==> src/wlm_pkg.sv <==
// package of constants for the wake line manager block
// assumes a 20 MHz core clock and a byte-addressed Avalon-MM register port
//
// Function
// - write 1,0,1 to stop bit requests stop
// - accept only in wake mode, clean, masked-in
// - any other write aborts; both bits read 0
// - stop reads 1 after first and third write
// - wake event while stopped clears stop bit
// - stop request ORed with active-low stop pin
// - one unmasked line event ends stop mode
// - event during pattern cancels stop, pending kept
// - source select picks pin or 16 lines
// - mode bit enables wake use; channel routing ignores it
// - mask and pending drive channel and wake
// - masked line never produces wake event
// - pending clear re-creates channel rising edge
// - pending bits edge sensitive, clearable while active
// - genuine exit keeps exit flag until cleared
// - polarity 0 falling edge, 1 rising edge
// - edge sets pending; software clears or sets
// - edge during polarity write is lost
`default_nettype none

package wlm_pkg;
    localparam int LINES = 16;
    localparam int ADDR_W = 10;
    localparam int DATA_W = 32;
    // register indices; byte address is four times the index
    localparam logic [7:0] IDX_STATUS = 8'hF8;
    localparam logic [7:0] IDX_CTRL = 8'hF9;
    localparam logic [7:0] IDX_MASK_HI = 8'hFA;
    localparam logic [7:0] IDX_MASK_LO = 8'hFB;
    localparam logic [7:0] IDX_POL_HI = 8'hFC;
    localparam logic [7:0] IDX_POL_LO = 8'hFD;
    localparam logic [7:0] IDX_PEND_HI = 8'hFE;
    localparam logic [7:0] IDX_PEND_LO = 8'hFF;
    // wakeup_control fields
    localparam int CTRL_MODE_BIT = 0;
    localparam int CTRL_SRC_BIT = 1;
    localparam int CTRL_STOP_BIT = 2;
    // status register field
    localparam int STAT_EXIT_BIT = 0;
    localparam logic [7:0] RST_BYTE = 8'h00;
    localparam logic [1:0] RST_CTRL = 2'h0;
    localparam logic [15:0] RST_LINES = 16'h0000;

    typedef enum logic [3:0] {
        SEQ_IDLE = 4'h1,
        SEQ_GOT1 = 4'h2,
        SEQ_GOT0 = 4'h4,
        SEQ_ARMED = 4'h8
    } wlm_seq_e;
endpackage

`default_nettype wire

==> src/wlm_top.sv <==
// wake line manager: 16 wake/interrupt lines, shared channel routing, stop entry
// assumes Avalon-MM master in the core clock domain and lines synchronous to CLK
//
// Local design decision: register access over Avalon-MM.
`default_nettype none

module wlm_top (
    input wire logic CLK, // core clock, 20 MHz
    input wire logic RST_N, // async reset, active low
    input wire logic [wlm_pkg::ADDR_W-1:0] ADDRESS, // byte address
    input wire logic READ, // read request
    input wire logic WRITE, // write request
    input wire logic [wlm_pkg::DATA_W-1:0] WRITEDATA, // write data
    output logic [wlm_pkg::DATA_W-1:0] READDATA, // read data
    output logic WAITREQUEST, // high until the answer cycle
    input wire logic [wlm_pkg::LINES-1:0] WAKE_LINES, // external wake lines
    input wire logic DED_IRQ_PIN, // dedicated external irq pin level
    input wire logic EXT_STOP_N, // external stop pin, active low
    input wire logic STOP_ENTERED, // clock unit reports chip stopped
    output logic SHARED_IRQ, // shared external irq channel level
    output logic WAKE_EVENT, // wake request to clock unit
    output logic STOP_REQ, // stop request to clock unit
    output logic STOP_EXIT_FLAG // set on genuine stop exit
);
    typedef struct packed {
        logic mode;
        logic src;
        logic [15:0] mask;
        logic [15:0] pol;
        logic [15:0] pend;
        logic exit_flag;
        logic waitreq;
        logic [7:0] rdata;
        logic irq;
        logic wake;
        logic stopreq;
    } wlm_top_s;

    wlm_top_s s_r, s_nxt;

    logic req;
    logic take;
    logic acc;
    logic wr;
    logic [7:0] wdata;
    logic [7:0] idx;
    logic mapped;
    logic pol_wr;
    logic pend_wr;
    logic [15:0] hit;
    logic stop_bit;
    logic seq_stop_req;
    logic exit_set;
    logic seq_abort;
    logic cond_ok;
    logic wake_hit;
    logic any_active;
    logic any_active_nxt;

    ////////////////////////////////////////////////////////////////////////////
    // bus decode

    // one wait cycle per access keeps read data a plain register
    // read data is loaded when the request is first seen, writes commit at the
    // edge where the master sees waitrequest low
    assign req = READ || WRITE;
    assign take = req && s_r.waitreq;
    assign acc = req && !s_r.waitreq;
    assign wr = acc && WRITE;
    assign wdata = WRITEDATA[7:0];
    assign idx = ADDRESS[9:2];
    assign mapped = (ADDRESS[1:0] == 2'h0) && (idx >= wlm_pkg::IDX_STATUS);
    assign pol_wr = wr && mapped
        && (idx == wlm_pkg::IDX_POL_HI || idx == wlm_pkg::IDX_POL_LO);
    assign pend_wr = wr && mapped
        && (idx == wlm_pkg::IDX_PEND_HI || idx == wlm_pkg::IDX_PEND_LO);

    ////////////////////////////////////////////////////////////////////////////
    // line edge detectors

    genvar g;
    generate
        for (g = 0; g < wlm_pkg::LINES; g++) begin : g_line
            wlm_edge u_edge (
                .clk(CLK),
                .rst_n(RST_N),
                .line(WAKE_LINES[g]),
                .polarity(s_r.pol[g]),
                .block(pol_wr),
                .hit(hit[g])
            );
        end
    endgenerate

    ////////////////////////////////////////////////////////////////////////////
    // stop pattern detector

    assign any_active = |(s_r.pend & s_r.mask);
    assign cond_ok = s_r.mode && !any_active && (|s_r.mask);
    assign wake_hit = |(hit & s_r.mask);

    wlm_stop_seq u_seq (
        .clk(CLK),
        .rst_n(RST_N),
        .ctl_wr(wr && mapped && idx == wlm_pkg::IDX_CTRL),
        .wr_stop(wdata[wlm_pkg::CTRL_STOP_BIT]),
        .other_wr(wr && !(mapped && idx == wlm_pkg::IDX_CTRL)),
        .cond_ok(cond_ok),
        .wake_hit(wake_hit),
        .wake_req(s_r.wake),
        .stop_entered(STOP_ENTERED),
        .stop_req(seq_stop_req),
        .stop_bit(stop_bit),
        .exit_set(exit_set),
        .abort(seq_abort)
    );

    ////////////////////////////////////////////////////////////////////////////
    // register file and outputs

    always_comb begin
        s_nxt = s_r;
        s_nxt.waitreq = !take;
        if (wr && mapped) begin
            unique case (idx)
                wlm_pkg::IDX_STATUS: begin
                    if (!wdata[wlm_pkg::STAT_EXIT_BIT]) begin
                        s_nxt.exit_flag = 1'b0;
                    end
                end
                wlm_pkg::IDX_CTRL: begin
                    s_nxt.mode = wdata[wlm_pkg::CTRL_MODE_BIT];
                    s_nxt.src = wdata[wlm_pkg::CTRL_SRC_BIT];
                end
                wlm_pkg::IDX_MASK_HI: s_nxt.mask[15:8] = wdata;
                wlm_pkg::IDX_MASK_LO: s_nxt.mask[7:0] = wdata;
                wlm_pkg::IDX_POL_HI: s_nxt.pol[15:8] = wdata;
                wlm_pkg::IDX_POL_LO: s_nxt.pol[7:0] = wdata;
                wlm_pkg::IDX_PEND_HI: s_nxt.pend[15:8] = wdata;
                wlm_pkg::IDX_PEND_LO: s_nxt.pend[7:0] = wdata;
                default: begin
                end
            endcase
        end
        // a fresh edge wins over a software clear in the same cycle
        s_nxt.pend = s_nxt.pend | hit;
        if (seq_abort) begin
            s_nxt.exit_flag = 1'b0;
        end
        if (exit_set) begin
            s_nxt.exit_flag = 1'b1;
        end
        s_nxt.rdata = wlm_pkg::RST_BYTE;
        if (take && READ && mapped) begin
            unique case (idx)
                wlm_pkg::IDX_STATUS: s_nxt.rdata = {7'h00, s_r.exit_flag};
                wlm_pkg::IDX_CTRL: s_nxt.rdata = {5'h00, stop_bit, s_r.src, s_r.mode};
                wlm_pkg::IDX_MASK_HI: s_nxt.rdata = s_r.mask[15:8];
                wlm_pkg::IDX_MASK_LO: s_nxt.rdata = s_r.mask[7:0];
                wlm_pkg::IDX_POL_HI: s_nxt.rdata = s_r.pol[15:8];
                wlm_pkg::IDX_POL_LO: s_nxt.rdata = s_r.pol[7:0];
                wlm_pkg::IDX_PEND_HI: s_nxt.rdata = s_r.pend[15:8];
                wlm_pkg::IDX_PEND_LO: s_nxt.rdata = s_r.pend[7:0];
                default: s_nxt.rdata = wlm_pkg::RST_BYTE;
            endcase
        end
        // channel drops for one cycle on a pending write so a rising edge reappears
        s_nxt.irq = s_nxt.src ? (any_active_nxt && !pend_wr) : DED_IRQ_PIN;
        s_nxt.wake = s_nxt.mode && any_active_nxt;
        s_nxt.stopreq = seq_stop_req || !EXT_STOP_N;
    end

    assign any_active_nxt = |(s_nxt.pend & s_nxt.mask);

    always_ff @(posedge CLK or negedge RST_N) begin
        if (!RST_N) begin
            s_r <= '{mode: 1'b0, src: 1'b0, mask: wlm_pkg::RST_LINES,
                pol: wlm_pkg::RST_LINES, pend: wlm_pkg::RST_LINES, exit_flag: 1'b0,
                waitreq: 1'b1, rdata: wlm_pkg::RST_BYTE, irq: 1'b0, wake: 1'b0,
                stopreq: 1'b0};
        end else begin
            s_r <= s_nxt;
        end
    end

    assign READDATA = {24'h00_0000, s_r.rdata};
    assign WAITREQUEST = s_r.waitreq;
    assign SHARED_IRQ = s_r.irq;
    assign WAKE_EVENT = s_r.wake;
    assign STOP_REQ = s_r.stopreq;
    assign STOP_EXIT_FLAG = s_r.exit_flag;
endmodule

`default_nettype wire

==> src/wlm_edge.sv <==
// one wake line edge detector with selectable polarity
// assumes the line is synchronous to clk
`default_nettype none

module wlm_edge (
    input wire logic clk, // core clock
    input wire logic rst_n, // async reset, active low
    input wire logic line, // wake line level
    input wire logic polarity, // 1 rising, 0 falling
    input wire logic block, // polarity register being written
    output logic hit // one-cycle edge event
);
    typedef struct packed {
        logic prev;
    } wlm_edge_s;

    wlm_edge_s s_r, s_nxt;

    always_comb begin
        s_nxt.prev = line;
    end

    // a write to the polarity registers swallows the edge
    assign hit = !block && (polarity ? (line && !s_r.prev) : (!line && s_r.prev));

    always_ff @(posedge clk or negedge rst_n) begin
        if (!rst_n) begin
            s_r <= '0;
        end else begin
            s_r <= s_nxt;
        end
    end
endmodule

`default_nettype wire

==> src/wlm_stop_seq.sv <==
// stop bit pattern detector and stop/exit tracking
// assumes write strobes are one-cycle pulses of accepted bus writes
`default_nettype none

module wlm_stop_seq (
    input wire logic clk, // core clock
    input wire logic rst_n, // async reset, active low
    input wire logic ctl_wr, // accepted write to wakeup_control
    input wire logic wr_stop, // stop bit value in that write
    input wire logic other_wr, // accepted write elsewhere
    input wire logic cond_ok, // stop entry conditions hold
    input wire logic wake_hit, // new edge on an unmasked line
    input wire logic wake_req, // wake event level
    input wire logic stop_entered, // clock unit reports chip stopped
    output logic stop_req, // stop request, armed state only
    output logic stop_bit, // stop bit value
    output logic exit_set, // pulse: genuine stop exit
    output logic abort // pulse: pattern or entry cancelled
);
    typedef struct packed {
        wlm_pkg::wlm_seq_e st;
        logic stop;
        logic dead;
        logic exit;
        logic abort;
    } wlm_seq_s;

    wlm_seq_s s_r, s_nxt;

    always_comb begin
        s_nxt = s_r;
        s_nxt.exit = 1'b0;
        s_nxt.abort = 1'b0;
        unique case (s_r.st)
            wlm_pkg::SEQ_IDLE: begin
                if (ctl_wr && wr_stop) begin
                    s_nxt.st = wlm_pkg::SEQ_GOT1;
                    s_nxt.stop = 1'b1;
                end else if (ctl_wr) begin
                    s_nxt.stop = 1'b0;
                end
            end
            wlm_pkg::SEQ_GOT1: begin
                if (wake_hit || other_wr) begin
                    s_nxt.abort = 1'b1;
                end else if (ctl_wr && !wr_stop) begin
                    s_nxt.st = wlm_pkg::SEQ_GOT0;
                    s_nxt.stop = 1'b0;
                end else if (ctl_wr) begin
                    s_nxt.stop = 1'b1;
                    s_nxt.dead = 1'b0;
                end
            end
            wlm_pkg::SEQ_GOT0: begin
                if (wake_hit || other_wr) begin
                    s_nxt.abort = 1'b1;
                end else if (ctl_wr && wr_stop && cond_ok && !s_r.dead) begin
                    s_nxt.st = wlm_pkg::SEQ_ARMED;
                    s_nxt.stop = 1'b1;
                end else if (ctl_wr) begin
                    s_nxt.st = wlm_pkg::SEQ_IDLE;
                    s_nxt.stop = 1'b0;
                    s_nxt.dead = 1'b0;
                end
            end
            wlm_pkg::SEQ_ARMED: begin
                if (stop_entered) begin
                    if (wake_req) begin
                        s_nxt.exit = 1'b1;
                        s_nxt.st = wlm_pkg::SEQ_IDLE;
                        s_nxt.stop = 1'b0;
                    end
                end else if (ctl_wr || other_wr || wake_req) begin
                    s_nxt.abort = 1'b1;
                end
            end
            default: begin
                s_nxt.abort = 1'b1;
            end
        endcase
        if (s_nxt.abort) begin
            s_nxt.stop = 1'b0;
            if (s_r.st == wlm_pkg::SEQ_GOT1 || s_r.st == wlm_pkg::SEQ_GOT0) begin
                // a broken pattern keeps its place so its last write cannot read back 1
                s_nxt.dead = 1'b1;
            end else begin
                s_nxt.st = wlm_pkg::SEQ_IDLE;
                s_nxt.dead = 1'b0;
            end
        end
    end

    always_ff @(posedge clk or negedge rst_n) begin
        if (!rst_n) begin
            s_r <= '{st: wlm_pkg::SEQ_IDLE, stop: 1'b0, dead: 1'b0, exit: 1'b0, abort: 1'b0};
        end else begin
            s_r <= s_nxt;
        end
    end

    // the bit reads 1 after a first write too, but only the armed state asks for stop
    assign stop_req = (s_r.st == wlm_pkg::SEQ_ARMED);
    assign stop_bit = s_r.stop;
    assign exit_set = s_r.exit;
    assign abort = s_r.abort;
endmodule

`default_nettype wire

==> config.mk <==
export PLATFORM = sky130hd
export DESIGN_NAME = wlm_top
export DESIGN_NICKNAME = d
export VERILOG_FILES = /design/src/wlm_pkg.sv /design/src/wlm_top.sv /design/src/wlm_edge.sv /design/src/wlm_stop_seq.sv
export SDC_FILE = /design/constraint.sdc
export NUM_CORES = 1
export LEC_CHECK = 0
export BUFFER_PORTS_ARGS = -buffer_cell sky130_fd_sc_hd__buf_2
export CAP_MARGIN = 20
export CORE_UTILIZATION = 52
export CTS_CLUSTER_DIAMETER = 150
export DETAILED_ROUTE_END_ITERATION = 10
export GPL_TIMING_DRIVEN = 1
export HOLD_SLACK_MARGIN = 0.03
export MAX_ROUTING_LAYER = met4
export PLACE_DENSITY = 0.77
export SETUP_SLACK_MARGIN = 0.15
export SYNTH_ARGS = -nofsm -noshare
export SYNTH_HDL_FRONTEND = slang
export SYNTH_SLANG_ARGS = --single-unit
==> constraint.sdc <==
create_clock -name CLK -period 5.6 [get_ports CLK]
set_input_delay 0 -clock CLK [delete_from_list [all_inputs] [get_ports CLK]]
set_output_delay 0 -clock CLK [all_outputs]
set_load 0.05 [all_outputs]
* Yosys cells after proc, flatten, opt, wreduce, memory -nomap -nowiden
Cells that the tools add are included.
Word-level totals: register bits 87, output and inout port bits 37, bits of input ports 65
Operators by class: equal/unequal tests 24, bitwise gates (word level) 4, magnitude comparators 1, reduce and logical (&&, ||, !) cells 132, mux-type cells 57
Operators with widths (number):
- logical AND 1 bit | 68
- == test 8 bit (second input constant) | 8
- one-hot mux 8 bit (8 select lines) | 1
- OR reduction 16 bit | 4
- two-way mux 8 bit | 7
- two-way mux 51 bit | 1
- bitwise AND 16 bit | 3
- logical NOT 1 bit | 41
- two-way mux 1 bit | 33
- two-way mux 6 bit | 4
- one-hot mux 5 bit (4 select lines) | 1
- inequality test 3 x 2 -> 1 bit (second input constant) | 6
- OR 16 bit | 1
- two-way mux 5 bit | 3
- two-way mux 4 bit | 3
- inequality test 4 x 1 -> 1 bit (second input constant) | 3
- inequality test 3 x 1 -> 1 bit (second input constant) | 3
- nonzero test 3 bit | 3
- greater-or-equal comparator 8 bit (second input constant) | 1
- logical OR 1 bit | 8
- AND reduction 8 bit | 1
- AND reduction 7 bit | 1
- nonzero test 5 bit | 1
- == test 4 x 1 -> 1 bit (second input constant) | 1
- 10 further kinds | 12

* Depth between registers and ports, before layout
word-level depth 14, depth in mapped cells 10

* Cells and area by module
Synthesis repeated with hierarchy kept, for this count alone.
Unflattened totals: cells, all modules 500, area total of the unflattened synthesis 5228.8 µm²
By module, submodules not included:
- wlm_top | cells each 361, times used 1, area an instance 3817.4 µm², seq. area each 1577.8 µm²
- wlm_edge | cells each 4, times used 16, area an instance 46.3 µm², seq. area each 25.0 µm²
- wlm_stop_seq | cells each 75, times used 1, area an instance 670.6 µm², seq. area each 201.4 µm²

* Worst setup path after synthesis
Ideal clock, no wire load.
kind register to register, from reg s_r (netlist bit WAITREQUEST), to reg s_r (netlist bit SHARED_IRQ), cell stages (with the launch flop) 8, required time 5479 ps, data arrival time 2745 ps, slack 2734 ps, cell sequence dfstp_2 -> or4bb_1 -> nor4_2 -> mux2_2 -> a21boi_0 -> a2111oi_0 -> nand4_1 -> a22o_1
RTL lines:
- start, declared | line wlm_top.sv:39 | wlm_top_s s_r, s_nxt;
- start signal, assigned | line wlm_top.sv:177 | s_r <= '{mode: 1'b0, src: 1'b0, mask: wlm_pkg::RST_LINES,
- start signal, assigned | line wlm_top.sv:182 | s_r <= s_nxt;

==> impl_results.md <==
* DRC violations left at 6
* Startpoint Class: flip-flop
* RePlAce Congestion at 0.935
* Flops & latches, synth at 87
* Buffers and inverters on the worst path at 1
* Final period util at between 60% and 70%
* CTS root buf: clkbuf_8
* Hold Vio Cnt, Final at 0
* Multi-input gate area at 2390 um^2
* CTS clk-pin slew, worst paths at 90 ps
* Kind of cell adding the most delay to the critical path: simple AND/OR/NAND/NOR gates
* Pins Over Slew Limit at 0
* Yosys cell types at 63
* Yosys Warn Count at 0
* Slew margin rel. at 32.5%
* Share of cells above drive strength 1 at 25.5%
* # diodes at 0
* Outcome: finished with violations
* Slowest-stage cell, CP: nor4_2
* Max H-tree Level at 3
* Area leader, netlist: dfrtp_1
* Cell Area, Synth at 4810 um^2
* Post-Route WL at 12300 um
* GRT Total Usage at 27.7%
* Failing checks: design-rule violations
* Initial antenna violation count at 0
* Max incr delay on CP at 580 ps
* Grt total ovfl at 0
* PortBufs at 53
* Fill count at 723
* Width of the die at ~98 um
* Clk Latency, worst-skew pair at 360 ps
* Top cell type's share of synthesized area at ~44%
* Worst slew pin tran at just over 1000 ps
* Mapped Cells at ~440
* Avg Inst Size Synth at 11.0 um^2
* LEAKAGE at about 0.0024 uW
* Worst EP required at 5860 ps
* Drt via density at 6.29
* Commonest non-fill, non-tap cell in the layout: dfrtp_1
* Crit. End Element: flip-flop
* Final setup viols at 0
* Core area at 8850 um^2
* Setup TNS at 0 ps
* Total power at 1250 uW
* EDFF count, synth at 0
* Register area at 2180 um^2
* DR iter-0 viols at 305
* Hold Path Class: in -> reg
* Worst-path fanout max at 6
* Worst Skew at 9.70 ps
* Register area share after synthesis at between 40% and 50%
* Top post-synthesis cells by area: dfrtp_1 44%, mux2_2 8.4%, buf_4 5.1%, mux2i_1 4.0%, and3b_1 2.9%
* Max Cap Viol at 0
* Largest net degree at the start of global routing at 47
* Final min period at 3530 ps
* Maximum clock path buffer count at 2
* VDD IR max at 0.142 mV
* Unrepaired setup endpoints after global routing: false
* I/O Pins at between 100 and 150
* Vias at 3938
* Commonest cells after routing, fill and taps aside: 85 x dfrtp_1, 52 x buf_2, 36 x mux2_2
* Power density cells at 226 nW/um^2
* Setup CP Type: reg -> reg
* TritonCTS Sinks at 87
* Worst Path Arrival at 3790 ps
* Initial Util at 54.4%
* Total CTS buffers at 9
* First-pass GRT wire length at a little under 20000 um
* Clock tree from TritonCTS: done
* Antenna Violating Nets Remaining at 0
* Die ar. at approximately 9600 um^2
* Asr flop ratio synth at between 90% and 100%
* Achievable Freq at 0.283 GHz
* Vias in the first global route at 3778
* Dpl hpwl at 8560 um
* Post-CTS Setup Bufs at 0
* DR WL/cell at 19.7 um
* Drt first pass iters at 10
* Area Growth Syn to Fin at 14.5%
* Commonest register cell after synthesis: dfrtp_1
* Die H at 98.2 um
* Final Net Count at between 500 and 600
* CP Cell Sequence: or4bb_1 > nor4_2 > buf_4 > mux2_2 > a21boi_0 > a2111oi_1 > nand4_1 > a22o_1
* # rows at 34
==> layer usage <==
| layer | GRT usage [%] | wire [um] | part of all wire [%] | vias up |
|---|---|---|---|---|
| li1 | - | - | - | 1763 |
| met1 | 37.8 | 5210 | 42 | 1908 |
| met2 | 40.0 | 5580 | 45 | 238 |
| met3 | 6.16 | 1140 | 9.3 | 29 |
| met4 | 11.5 | 368 | 3.0 | 0 |
| met5 | - | 0 | 0 | - |
==> stage by stage <==
step / area [um^2] / cells / hold slack [ps] / setup WS (ps) / utilization, %
6_report: 5510 / 626 / 60.0 / 2070 / 62.2
3_5_place_dp: 5010 / 580 / 13.9 / 2010 / 56.6
2_1_floorplan: 4900 / 462 / -296 / 2730 / -
3_3_place_gp: 5000 / 579 / 9.48 / 1810 / 56.5
5_1_grt: 5510 / 626 / 68.6 / 1970 / 62.2
4_1_cts: 5500 / 625 / 37.8 / 2190 / 62.2
==> tightest hold or removal path, delay by kind of cell <==
kind / cells / cell delay (ps)
buf+inv: 1 / 170
simple gates: 1 / 80
compound gates: 1 / 140
==> layout make-up <==
class                   count  area share, %
inverters                   4          0.273
clock buffers               9           2.25
clock inverters             7           1.45
repair buffers             86           10.7
multi-input cells         325           43.3
well taps                 108           2.45
flip-flops and latches     87           39.6
==> where the power goes <==
part           total, uW  switching [uW]  internal [uW]  leakage [uW]
Clock                459             246            213      0.000102
Sequential           642            5.18            637       0.00108
Combinational        144            97.9           46.5       0.00124
==> path summary, 6_finish.rpt <==
| check | cells past startpoint | from | end | slack [ps] |
|---|---|---|---|---|
| max | 8 | WAITREQUEST$_DFF_PN1_ | SHARED_IRQ$_DFF_PN0_ | 2070 |
| min | 3 | WRITEDATA[2] | u_seq.s_r[4]$_DFF_PN1_ | 60 |
| max reg2reg | 8 | WAITREQUEST$_DFF_PN1_ | SHARED_IRQ$_DFF_PN0_ | 2070 |
| min reg2reg | 1 | u_seq.exit_set$_DFF_PN0_ | STOP_EXIT_FLAG$_DFFE_PN0P_ | 450 |
| max in group asynchronous | 3 | RST_N | READDATA[1]$_DFF_PN0_ | 4470 |
| min in group asynchronous | 2 | RST_N | s_r[34]$_DFFE_PN0P_ | 140 |
==> cells in the mapped netlist (10+ instances only) <==
cell,number
nand2_1,34
nor3b_1,16
clkbuf_1,10
mux2_2,36
o22ai_1,15
nand4_1,10
mux2i_1,19
dfrtp_1,85
and3b_1,16
o21ai_0,21
buf_4,33
nor2_1,19
==> timing repair <==
action,4_1_cts,5_1_grt
hold buffers,29,0
hold endpoints to repair,99,0
resized for setup,0,0
==> registers in the layout (all words and copies together), names as in the netlist <==
signal	cells
WAKE_EVENT	1
u_seq.s_r	5
READDATA	8
STOP_EXIT_FLAG	1
SHARED_IRQ	1
u_seq.exit_set	1
STOP_REQ	1
s_r	50
u_seq.stop_bit	1
u_seq.abort	1
WAITREQUEST	1
g_line.u_edge.s_r	16
==> cell families (layout without fill, tap and decap cells) <==
group                  count (synthesis)  after routing  share of synthesized area, %
AO/OA/AOI/OAI                         98             98                          14.5
buffers and inverters                 50            106                          7.02
flip-flops                            87             87                          45.3
multiplexers                          60             60                          14.7
other                                  1             24                        0.0779
AND/OR/NAND/NOR                      143            143                          18.4
Power figures use the tool's default switching activity.
